==> src/hw/mic_params.svh <==
// constants of the interrupt controller: offsets, layouts, reset values, vectors
`ifndef MIC_PARAMS_SVH
`define MIC_PARAMS_SVH

// register word indexes on the avalon slave
`define MIC_IDX_EDGE_SEL   4'h0
`define MIC_IDX_INTC0      4'h1
`define MIC_IDX_INTC1      4'h2
`define MIC_IDX_INTC2      4'h3
`define MIC_IDX_INTC3      4'h4
`define MIC_IDX_MFI0       4'h5
`define MIC_IDX_MFI1       4'h6
`define MIC_IDX_TMR1       4'h7
`define MIC_IDX_TMR23      4'h8
`define MIC_IDX_STATUS     4'h9

// implemented bits of each flag and enable register
`define MIC_MASK_INTC0     8'h7F
`define MIC_MASK_INTC1     8'hFF
`define MIC_MASK_INTC2     8'hFF
`define MIC_MASK_INTC3     8'h33
`define MIC_MASK_MFI0      8'h33
`define MIC_MASK_MFI1      8'hFF
`define MIC_MASK_TMR1      8'hBB
`define MIC_MASK_TMR23     8'hFF

// reset values
`define MIC_RST_REG        8'h00
`define MIC_RST_EDGE_SEL   8'h00

// field positions
`define MIC_BIT_GIE        0
`define MIC_STAT_FULL      4
`define MIC_STAT_PEND      5

// edge select codes
`define MIC_EDGE_OFF       2'h0
`define MIC_EDGE_RISE      2'h1
`define MIC_EDGE_FALL      2'h2
`define MIC_EDGE_BOTH      2'h3

// vectors and stack
`define MIC_NUM_SRC        13
`define MIC_VEC_BASE       13'h0004
`define MIC_VEC_STEP       13'h0004
`define MIC_STACK_DEPTH    4'h8

`endif

==> src/hw/mic_pkg.sv <==
// types of the interrupt controller
package mic_pkg;
  typedef logic [12:0] mic_pc_t;
  typedef logic [3:0]  mic_idx_t;
  typedef logic [7:0]  mic_byte_t;
  typedef logic [3:0]  mic_level_t;
  typedef enum logic [1:0] {
    MIC_ST_RUN  = 2'b00,
    MIC_ST_LOAD = 2'b01
  } mic_state_t;
endpackage : mic_pkg

==> src/hw/mic_stack_if.sv <==
// carrier between the controller and its return address stack
`timescale 1ns/1ns
`default_nettype none
interface mic_stack_if;
  import mic_pkg::*;
  logic       push;
  logic       pop;
  mic_pc_t    push_pc;
  mic_pc_t    top_pc;
  mic_level_t level;
  logic       full;
  logic       empty;
  modport ctrl  (output push, output pop, output push_pc,
                 input top_pc, input level, input full, input empty);
  modport stack (input push, input pop, input push_pc,
                 output top_pc, output level, output full, output empty);
endinterface : mic_stack_if
`default_nettype wire

==> src/hw/mic_irq_ctrl.sv <==
// interrupt controller top: avalon slave, flags, priority, vectoring
`timescale 1ns/1ns
`default_nettype none
`include "mic_params.svh"
module mic_irq_ctrl (
  // clock and reset
  input  wire logic             clk,
  input  wire logic             rst,
  // avalon-mm slave
  input  wire logic [3:0]       avs_address,
  input  wire logic             avs_read,
  input  wire logic             avs_write,
  input  wire logic [31:0]      avs_writedata,
  output logic      [31:0]      avs_readdata,
  output logic                  avs_waitrequest,
  // external pins and port direction
  input  wire logic [3:0]       ext_irq_pins,
  input  wire logic [3:0]       pin_dir_input,
  // comparator outputs
  input  wire logic [1:0]       cmp_output_bit,
  // peripheral event pulses
  input  wire logic [3:0]       tmr_p_match,
  input  wire logic [3:0]       tmr_a_match,
  input  wire logic [1:0]       time_base_tick,
  input  wire logic             conv_done,
  input  wire logic             lvd_event,
  input  wire logic             eeprom_event,
  input  wire logic             sim_event,
  input  wire logic             uart_event,
  input  wire logic             i2c_timeout,
  // processor core
  input  wire logic             instr_boundary,
  input  wire mic_pkg::mic_pc_t next_pc,
  input  wire logic             return_from_irq_instr,
  output logic                  pc_load,
  output mic_pkg::mic_pc_t      pc_load_addr,
  output logic                  wakeup,
  output logic                  irq_pending
);
  import mic_pkg::*;

  mic_stack_if stk ();

  mic_pc_stack u_stack (
    .clk (clk),
    .rst (rst),
    .st  (stk.stack)
  );

  // register storage, index 1..8 are flag and enable bytes
  mic_byte_t  edge_select_reg_q;
  mic_byte_t  reg_q [1:8];
  mic_byte_t  reg_d [1:8];
  mic_byte_t  hw_set [1:8];
  mic_byte_t  hw_clr [1:8];
  mic_byte_t  reg_mask [1:8];
  mic_state_t state_q;
  mic_state_t state_d;
  logic       ack_q;
  logic       pc_load_q;
  mic_pc_t    pc_load_addr_q;
  logic       wakeup_q;
  logic       pend_q;
  logic [31:0] rdata_q;

  // synchronisers
  logic [3:0] pin_s1_q;
  logic [3:0] pin_s2_q;
  logic [3:0] pin_prev_q;
  logic [1:0] cmp_s1_q;
  logic [1:0] cmp_s2_q;
  logic [1:0] cmp_prev_q;

  // decode
  logic        req_any;
  logic        wr_hit;
  logic        rd_hit;
  mic_byte_t   rd_byte;
  logic [3:0]  ext_evt;
  logic [3:0]  ext_en;
  logic [1:0]  cmp_evt;
  logic        mf0_set;
  logic        mf1_set;
  logic        mf2_set;
  logic        mf3_set;
  logic [12:0] src_flag;
  logic [12:0] src_en;
  logic [12:0] src_req;
  logic        req_hit;
  mic_idx_t    take_idx;
  logic [12:0] svc;
  logic        accept;
  logic        do_return_from_irq_instr;
  logic        gie;

  function automatic mic_idx_t first_set(input logic [12:0] v);
    mic_idx_t r;
    r = 4'hF;
    for (int i = `MIC_NUM_SRC - 1; i >= 0; i--) begin
      if (v[i]) begin
        r = 4'(i);
      end
    end
    return r;
  endfunction : first_set

  function automatic mic_pc_t vec_addr(input mic_idx_t idx);
    return 13'(`MIC_VEC_BASE + 13'(idx) * `MIC_VEC_STEP);
  endfunction : vec_addr

  function automatic logic edge_hit(input logic [1:0] sel, input logic now, input logic prev);
    logic rise;
    logic fall;
    rise = now & ~prev;
    fall = ~now & prev;
    return ((sel == `MIC_EDGE_RISE) & rise) | ((sel == `MIC_EDGE_FALL) & fall) |
           ((sel == `MIC_EDGE_BOTH) & (rise | fall));
  endfunction : edge_hit

  // avalon handshake: one wait cycle per access
  assign req_any         = avs_read | avs_write;
  assign avs_waitrequest = req_any & ~ack_q;
  assign wr_hit          = avs_write & ack_q;
  assign rd_hit          = avs_read & ~ack_q;
  assign avs_readdata    = rdata_q;

  assign reg_mask[1] = `MIC_MASK_INTC0;
  assign reg_mask[2] = `MIC_MASK_INTC1;
  assign reg_mask[3] = `MIC_MASK_INTC2;
  assign reg_mask[4] = `MIC_MASK_INTC3;
  assign reg_mask[5] = `MIC_MASK_MFI0;
  assign reg_mask[6] = `MIC_MASK_MFI1;
  assign reg_mask[7] = `MIC_MASK_TMR1;
  assign reg_mask[8] = `MIC_MASK_TMR23;

  assign gie = reg_q[1][`MIC_BIT_GIE];

  // external pins: enable and input direction gate the pin
  assign ext_en = {reg_q[4][1], reg_q[4][0], reg_q[1][2], reg_q[1][1]};
  for (genvar g = 0; g < 4; g++) begin : g_ext
    assign ext_evt[g] = ext_en[g] & pin_dir_input[g] &
                        edge_hit(edge_select_reg_q[2*g+:2], pin_s2_q[g], pin_prev_q[g]);
  end

  assign cmp_evt = cmp_s2_q ^ cmp_prev_q;

  // grouped sources raise their grouped flag on any contributing event
  assign mf0_set = tmr_p_match[0] | tmr_a_match[0];
  assign mf1_set = lvd_event | eeprom_event | sim_event | uart_event;
  assign mf2_set = tmr_p_match[1] | tmr_a_match[1] | i2c_timeout;
  assign mf3_set = tmr_p_match[2] | tmr_a_match[2] | tmr_p_match[3] | tmr_a_match[3];

  // source order is vector order, index 0 at the lowest address
  assign src_flag = {reg_q[4][5], reg_q[4][4], reg_q[3][7], reg_q[3][6], reg_q[3][5],
                     reg_q[3][4], reg_q[2][7], reg_q[2][6], reg_q[2][5], reg_q[1][6],
                     reg_q[2][4], reg_q[1][5], reg_q[1][4]};
  assign src_en   = {reg_q[4][1], reg_q[4][0], reg_q[3][3], reg_q[3][2], reg_q[3][1],
                     reg_q[3][0], reg_q[2][3], reg_q[2][2], reg_q[2][1], reg_q[1][3],
                     reg_q[2][0], reg_q[1][2], reg_q[1][1]};
  assign src_req  = src_flag & src_en;
  assign req_hit  = |src_req;
  assign take_idx = first_set(src_req);

  assign do_return_from_irq_instr = return_from_irq_instr & (state_q == MIC_ST_RUN) & ~stk.empty;
  assign accept  = instr_boundary & gie & req_hit & ~stk.full &
                   (state_q == MIC_ST_RUN) & ~return_from_irq_instr;
  assign svc     = accept ? 13'(13'h0001 << take_idx) : 13'h0000;

  // hardware sets, placed at flag positions
  assign hw_set[1] = {1'b0, mf0_set, ext_evt[1], ext_evt[0], 4'h0};
  assign hw_set[2] = {mf1_set, time_base_tick[1], time_base_tick[0], conv_done, 4'h0};
  assign hw_set[3] = {cmp_evt[1], cmp_evt[0], mf3_set, mf2_set, 4'h0};
  assign hw_set[4] = {2'h0, ext_evt[3], ext_evt[2], 4'h0};
  assign hw_set[5] = {2'h0, tmr_a_match[0], tmr_p_match[0], 4'h0};
  assign hw_set[6] = {uart_event, sim_event, eeprom_event, lvd_event, 4'h0};
  assign hw_set[7] = {i2c_timeout, 1'b0, tmr_a_match[1], tmr_p_match[1], 4'h0};
  assign hw_set[8] = {tmr_a_match[3], tmr_p_match[3], tmr_a_match[2], tmr_p_match[2], 4'h0};

  // service clears the taken flag and the global enable only
  assign hw_clr[1] = {1'b0, svc[3], svc[1], svc[0], 3'h0, accept};
  assign hw_clr[2] = {svc[6], svc[5], svc[4], svc[2], 4'h0};
  assign hw_clr[3] = {svc[10], svc[9], svc[8], svc[7], 4'h0};
  assign hw_clr[4] = {2'h0, svc[12], svc[11], 4'h0};
  assign hw_clr[5] = 8'h00;
  assign hw_clr[6] = 8'h00;
  assign hw_clr[7] = 8'h00;
  assign hw_clr[8] = 8'h00;

  // set wins over a software or service clear
  for (genvar r = 1; r <= 8; r++) begin : g_reg
    assign reg_d[r] = (((wr_hit && avs_address == 4'(r)) ? avs_writedata[7:0] : reg_q[r]) &
                       ~hw_clr[r] | hw_set[r]) & reg_mask[r];
    always_ff @(posedge clk or posedge rst) begin
      if (rst) begin
        reg_q[r] <= `MIC_RST_REG;
      end else begin
        reg_q[r] <= reg_d[r];
      end
    end
  end

  // read mux
  assign rd_byte = (avs_address == `MIC_IDX_EDGE_SEL) ? edge_select_reg_q :
                   (avs_address == `MIC_IDX_STATUS) ?
                     {2'h0, req_hit, stk.full, stk.level} :
                   (avs_address >= `MIC_IDX_INTC0 && avs_address <= `MIC_IDX_TMR23) ?
                     reg_q[avs_address] : 8'h00;

  // stack traffic
  assign stk.push    = accept;
  assign stk.push_pc = next_pc;
  assign stk.pop     = do_return_from_irq_instr;

  always_comb begin
    state_d = state_q;
    case (state_q)
      MIC_ST_RUN: begin
        if (accept || do_return_from_irq_instr) begin
          state_d = MIC_ST_LOAD;
        end
      end
      MIC_ST_LOAD: begin
        state_d = MIC_ST_RUN;
      end
      default: begin
        state_d = MIC_ST_RUN;
      end
    endcase
  end

  always_ff @(posedge clk or posedge rst) begin
    if (rst) begin
      state_q <= MIC_ST_RUN;
      ack_q   <= 1'b0;
      rdata_q <= 32'h0000_0000;
    end else begin
      state_q <= state_d;
      ack_q   <= req_any & ~ack_q;
      if (rd_hit) begin
        rdata_q <= {24'h00_0000, rd_byte};
      end
    end
  end

  always_ff @(posedge clk or posedge rst) begin
    if (rst) begin
      edge_select_reg_q <= `MIC_RST_EDGE_SEL;
    end else if (wr_hit && avs_address == `MIC_IDX_EDGE_SEL) begin
      edge_select_reg_q <= avs_writedata[7:0];
    end
  end

  always_ff @(posedge clk or posedge rst) begin
    if (rst) begin
      pc_load_q      <= 1'b0;
      pc_load_addr_q <= 13'h0000;
    end else begin
      pc_load_q <= accept | do_return_from_irq_instr;
      if (accept) begin
        pc_load_addr_q <= vec_addr(take_idx);
      end else if (do_return_from_irq_instr) begin
        pc_load_addr_q <= stk.top_pc;
      end
    end
  end

  // wake-up pulse on any newly set flag
  always_ff @(posedge clk or posedge rst) begin
    if (rst) begin
      wakeup_q <= 1'b0;
      pend_q   <= 1'b0;
    end else begin
      wakeup_q <= |((reg_d[1] & ~reg_q[1]) & 8'h70) | |((reg_d[2] & ~reg_q[2]) & 8'hF0) |
                  |((reg_d[3] & ~reg_q[3]) & 8'hF0) | |((reg_d[4] & ~reg_q[4]) & 8'h30) |
                  |((reg_d[5] & ~reg_q[5]) & 8'h30) | |((reg_d[6] & ~reg_q[6]) & 8'hF0) |
                  |((reg_d[7] & ~reg_q[7]) & 8'hB0) | |((reg_d[8] & ~reg_q[8]) & 8'hF0);
      pend_q   <= req_hit;
    end
  end

  always_ff @(posedge clk or posedge rst) begin
    if (rst) begin
      pin_s1_q   <= 4'h0;
      pin_s2_q   <= 4'h0;
      pin_prev_q <= 4'h0;
      cmp_s1_q   <= 2'h0;
      cmp_s2_q   <= 2'h0;
      cmp_prev_q <= 2'h0;
    end else begin
      pin_s1_q   <= ext_irq_pins;
      pin_s2_q   <= pin_s1_q;
      pin_prev_q <= pin_s2_q;
      cmp_s1_q   <= cmp_output_bit;
      cmp_s2_q   <= cmp_s1_q;
      cmp_prev_q <= cmp_s2_q;
    end
  end

  assign pc_load      = pc_load_q;
  assign pc_load_addr = pc_load_addr_q;
  assign wakeup       = wakeup_q;
  assign irq_pending  = pend_q;

  a_take_clears_gie: assert property (@(posedge clk) disable iff (rst)
    accept |=> !gie || $past(hw_set[1][0]))
    else $error("global enable not cleared on service");

  a_take_needs_gie: assert property (@(posedge clk) disable iff (rst)
    !gie |-> !accept)
    else $error("interrupt taken with global enable clear");

  a_full_blocks: assert property (@(posedge clk) disable iff (rst)
    stk.full |-> !accept)
    else $error("interrupt taken with stack full");

  a_disabled_no_take: assert property (@(posedge clk) disable iff (rst)
    accept |-> src_en[take_idx] && src_flag[take_idx])
    else $error("disabled source vectored");

  a_lowest_wins: assert property (@(posedge clk) disable iff (rst)
    accept |-> (src_req & ((13'h0001 << take_idx) - 13'h0001)) == 13'h0000)
    else $error("lower vector not preferred");

  a_vector_load: assert property (@(posedge clk) disable iff (rst)
    accept |=> pc_load && pc_load_addr == 13'(`MIC_VEC_BASE + 13'($past(take_idx)) * 4)
           ##1 !pc_load)
    else $error("wrong vector loaded");

  a_return_from_irq_instr_restores: assert property (@(posedge clk) disable iff (rst)
    do_return_from_irq_instr |=> pc_load && pc_load_addr == $past(stk.top_pc) && stk.level == $past(stk.level) - 1)
    else $error("return address not restored");

  a_group_keeps_subs: assert property (@(posedge clk) disable iff (rst)
    accept && !wr_hit |=> (reg_q[6] & 8'hF0) == ($past(reg_q[6]) & 8'hF0 | $past(hw_set[6])))
    else $error("grouped source flags changed by service");

  a_cmp_change_sets: assert property (@(posedge clk) disable iff (rst)
    $changed(cmp_s2_q[0]) && !wr_hit |-> ##1 reg_q[3][6])
    else $error("comparator change lost");

  a_wake_on_flag: assert property (@(posedge clk) disable iff (rst)
    conv_done && !reg_q[2][4] |=> wakeup)
    else $error("no wake-up on new flag");
endmodule : mic_irq_ctrl
`default_nettype wire

==> src/hw/mic_pc_stack.sv <==
// return address stack of the interrupt controller
`timescale 1ns/1ns
`default_nettype none
`include "mic_params.svh"
module mic_pc_stack (
  // clock and reset
  input  wire logic  clk,
  input  wire logic  rst,
  // controller side
  mic_stack_if.stack st
);
  import mic_pkg::*;

  mic_pc_t    mem_q [0:7];
  mic_level_t sp_q;
  logic       do_push;
  logic       do_pop;
  logic [2:0] top_idx;

  assign st.level = sp_q;
  assign st.full  = (sp_q == `MIC_STACK_DEPTH);
  assign st.empty = (sp_q == 4'h0);
  assign do_push  = st.push & ~st.full;
  assign do_pop   = st.pop & ~st.empty & ~st.push;
  assign top_idx  = 3'(sp_q - 4'h1);
  assign st.top_pc = st.empty ? 13'h0000 : mem_q[top_idx];

  always_ff @(posedge clk or posedge rst) begin
    if (rst) begin
      sp_q <= 4'h0;
    end else if (do_push) begin
      sp_q <= 4'(sp_q + 4'h1);
    end else if (do_pop) begin
      sp_q <= 4'(sp_q - 4'h1);
    end
  end

  always_ff @(posedge clk) begin
    if (do_push) begin
      mem_q[sp_q[2:0]] <= st.push_pc;
    end
  end
endmodule : mic_pc_stack
`default_nettype wire

==> config.mk <==
export PLATFORM = sky130hd
export DESIGN_NAME = mic_irq_ctrl
export DESIGN_NICKNAME = d
export VERILOG_FILES = /design/src/hw/mic_pkg.sv /design/src/hw/mic_stack_if.sv /design/src/hw/mic_irq_ctrl.sv /design/src/hw/mic_pc_stack.sv
export VERILOG_INCLUDE_DIRS = /design/src /design/src/hw
export SDC_FILE = /design/constraint.sdc
export NUM_CORES = 1
export LEC_CHECK = 0
export ABC_AREA = 0
export ABC_CLOCK_PERIOD_IN_PS = 9300
export BUFFER_PORTS_ARGS = -buffer_cell sky130_fd_sc_hd__buf_2
export CORE_ASPECT_RATIO = 2
export CORE_MARGIN = 5
export CORE_UTILIZATION = 63
export CTS_CLUSTER_SIZE = 8
export DETAILED_ROUTE_END_ITERATION = 10
export PLACE_DENSITY_LB_ADDON = 0.2
export SLEW_MARGIN = 20
export SYNTH_ARGS = -nofsm -noshare
export SYNTH_HDL_FRONTEND = slang
export SYNTH_SLANG_ARGS = --single-unit
==> constraint.sdc <==
create_clock -name clk -period 9.3 [get_ports clk]
set_input_delay 1.86 -clock clk [delete_from_list [all_inputs] [get_ports clk]]
set_output_delay 1.86 -clock clk [all_outputs]
set_load 0.02 [all_outputs]
==> run summary <==
Status = finished, final reports clean
Clock latency at the later pin of the worst-skew pair = 0.53 ns
Unrepaired setup endpoints after global routing = false
Post-route cell area = 0.01140 sq mm
Placer Congestion = 0.9799
Clk sinks = 213
Number of fill cells = 1040
Sequential Power Share = 0.399
Slew at the pin with the worst max-slew slack = 0.8378 ns
DR vias/cell = 6.407
First-pass GRT wire length = 41940 um
Final core occ = 0.7260
Final Non-Filler Cells = 1071
Final hold viol count = 0
FF+latch count, synth = 213
Largest net degree at the start of global routing = 67
Max IR drop VDD = 0.2451 mV
Critical Path, Cell by Cell = buf_2 > nor2_1 > nor2_1 > buf_2
Die Ht = 188.5 um
Simple-Gate Fraction of Synth Area = 0.09797
Total CTS buffers = 30
Leak Pwr = 4.573 nW
Yosys cell types = 76
Period utilization = 0.4578
Pwr Total = 3.042 mW
Relative slew slack = 0.4415
Hold Crit Class = reg -> reg
I/O pins = 130
FMAX = 234.9 MHz
Share of layout cells above drive strength 1 = 0.2563
Internal = 2.059 mW
Pre-CTS setup slack = 5.056 ns
WP data required = 7.44 ns
Final setup vio count = 0
Post-DP Area = 0.01056 sq mm
Power share of the clock group = 0.316
Adder-cell share of the synthesized area = 0.01745
Vias in the first global route = 7379
Post-synth EDFFs = 104
CTS Buffer Depth = 3
DP Wirelength = 19550 um
Drt total wl = 27220 um
Ys flop type = dfrtp_1
Max FO, Critical Path = 5
Sw power = 982.8 uW
Worst-path clk slew = 0.05 ns
Combinational share of power = 0.285
DR iter-0 viols = 350
H-Tree Depth = 1
Critical path endpoint category = output port
# nets final = 949
Crit path launch type = input pin
MaxCap Viol Count = 0
Port bufs = 81
Starting density of the core = 0.6395
Slowest stage delay, CP = 0.19 ns
Cell Area, Synth = 0.01004 sq mm
Die W = 99.26 um
WP data arrival = 2.40 ns
Synth Area in Compound Gates = 0.1062
Mapped Cells = 763
Detail Route Antenna Nets = 0
Die ar. = 0.01871 sq mm
Fin. max-slew vios = 0
Initial antenna violation count = 0
GRT overflow = 0
XOR/XNOR Fraction of Synth Area = 0.005235
Post-Place Cells = 1023
CTS root buf = clkbuf_16
CP max stage cell = buf_2
Final worst-path setup slack = 5.043 ns
Post-route minimum period = 4.257 ns
DR vias = 6862
Final TNS setup = 0 ns
All-Layer GR Usage = 0.2955
Number of iterations in the first detailed-routing pass = 5
Clock Skews = 0.01625 ns
Net Sw Frac = 0.3231
Hold_buf cts = 0
Mean area per synthesized cell = 13.16 sq um
DR WL/cell = 25.42 um
Critical path type = in -> out
Yosys Warn Count = 0
Core area = 0.01570 sq mm
Sequential fraction of the synthesis area = 0.5828
Final hold slack = 0.3478 ns
Largest family of logic cells by synthesized area = multiplexers
WP buf/inv = 2
# Post-CTS Setup Buffers = 0
Pwr per Cell Area = 266.9 mW/mm^2
CTS tree = built
ANT cells = 0
DRC Markers = 0
Top Family by Delay on Critical Path = buffers and inverters
Async S/R FF share, synth = 0.5117
Layout area overhead = 13.52%
Post-CTS sizing = 0
Mux cell area share after synthesis = 0.1401
Rows = 65
==> power by group through the flow <==
stage	sequential (mW)	combinational, mW	clock [mW]
5_1_grt	1.22	0.940	1.02
3_5_place_dp	1.22	0.856	0
6_report	1.21	0.868	0.961
3_3_place_gp	1.22	0.829	0
4_1_cts	1.21	0.871	0.979
2_1_floorplan	1.22	0.614	0
==> final timing paths <==
kind	startpoint	endpoint	slack, ns	cells past startpoint
hold / removal	pin_s1_q[2]$_DFF_PP0_	pin_s2_q[2]$_DFF_PP0_	0.35	0
hold reg to reg	pin_s1_q[2]$_DFF_PP0_	pin_s2_q[2]$_DFF_PP0_	0.35	0
setup reg to reg	u_stack.st.level[0]$_DFFE_PP0P_	u_stack.mem_q[2][2]$_DFFE_PP_	5.84	8
max in group asynchronous	rst	u_stack.st.level[0]$_DFFE_PP0P_	6.64	3
min in group asynchronous	rst	cmp_s2_q[1]$_DFF_PP0_	1.38	2
setup / recovery	avs_write	avs_waitrequest	5.04	4
==> cell usage after synthesis (14+ instances only) <==
| cell | number | area share |
|---|---|---|
| dfrtp_1 | 109 | 0.27 |
| edfxtp_1 | 104 | 0.31 |
| nand2_1 | 49 | 0.018 |
| mux2_2 | 40 | 0.045 |
| inv_1 | 34 | 0.013 |
| mux4_2 | 30 | 0.067 |
| mux2i_1 | 28 | 0.028 |
| buf_4 | 27 | 0.020 |
| nor2_1 | 27 | 0.010 |
| a21oi_1 | 26 | 0.013 |
| o21ai_0 | 26 | 0.013 |
| a22oi_1 | 19 | 0.014 |
| nand2b_1 | 19 | 0.012 |
| buf_2 | 16 | 0.0080 |
| ha_1 | 14 | 0.017 |
| nand3_1 | 14 | 0.0070 |
==> worst register-to-register path, delay by kind of cell (launching register included) <==
family | cells | cell delay [ns]
adders and majority gates | 1 | 0.32
buffers and inverters | 3 | 1.08
DFF | 1 | 0.33
and+or+nand+nor | 4 | 1.40
==> logic make-up (layout without fill, tap and decap cells) <==
| group | count (synthesis) | in the layout |
|---|---|---|
| flip-flops | 213 | 213 |
| AO/OA/AOI/OAI | 154 | 154 |
| adder cells (fa/ha/maj) | 14 | 14 |
| buffers and inverters | 95 | 179 |
| AND/OR/NAND/NOR | 182 | 182 |
| other | 1 | 24 |
| XOR/XNOR | 6 | 6 |
| multiplexers | 98 | 98 |
==> layout make-up <==
cell class / instances / area, sq um / share of cell area
Timing Repair Buffer: 95 / 510.5 / 0.04480
Clock inverter: 2 / 21.27 / 0.001866
Clock buffer: 46 / 810.8 / 0.07115
Inverter: 36 / 137.6 / 0.01208
Sequential cell: 213 / 5852 / 0.5135
Tap cell: 201 / 251.5 / 0.02207
Multi-Input combinational cell: 478 / 3812 / 0.3345
==> metal layers <==
metal,share of wire,global-route usage,vias up
li1,-,-,3024
met1,0.31,0.3035,3383
met2,0.55,0.5402,336
met3,0.058,0.04113,119
met4,0.077,0.2004,0
met5,0,0,-
==> cell usage in the layout (no fill, tap or decap), types with 5 or more instances in the layout <==
master	count
conb_1	24
mux2_2	40
nand2b_1	19
a21oi_1	26
a31oi_1	9
nor4_1	6
a22oi_1	19
nor3_2	6
o22ai_1	10
ha_1	14
mux2i_1	28
nor2b_1	11
nand3_1	14
clkbuf_16	30
and2_1	5
o2111ai_1	5
clkbuf_1	16
dfrtp_1	108
inv_1	33
mux4_2	30
nor2_1	27
o21ai_0	26
a211o_1	7
buf_2	81
edfxtp_1	104
o211ai_1	10
buf_4	14
nand2_1	49
nor3_1	8
No activity file was read; power rests on OpenSTA's default activity.
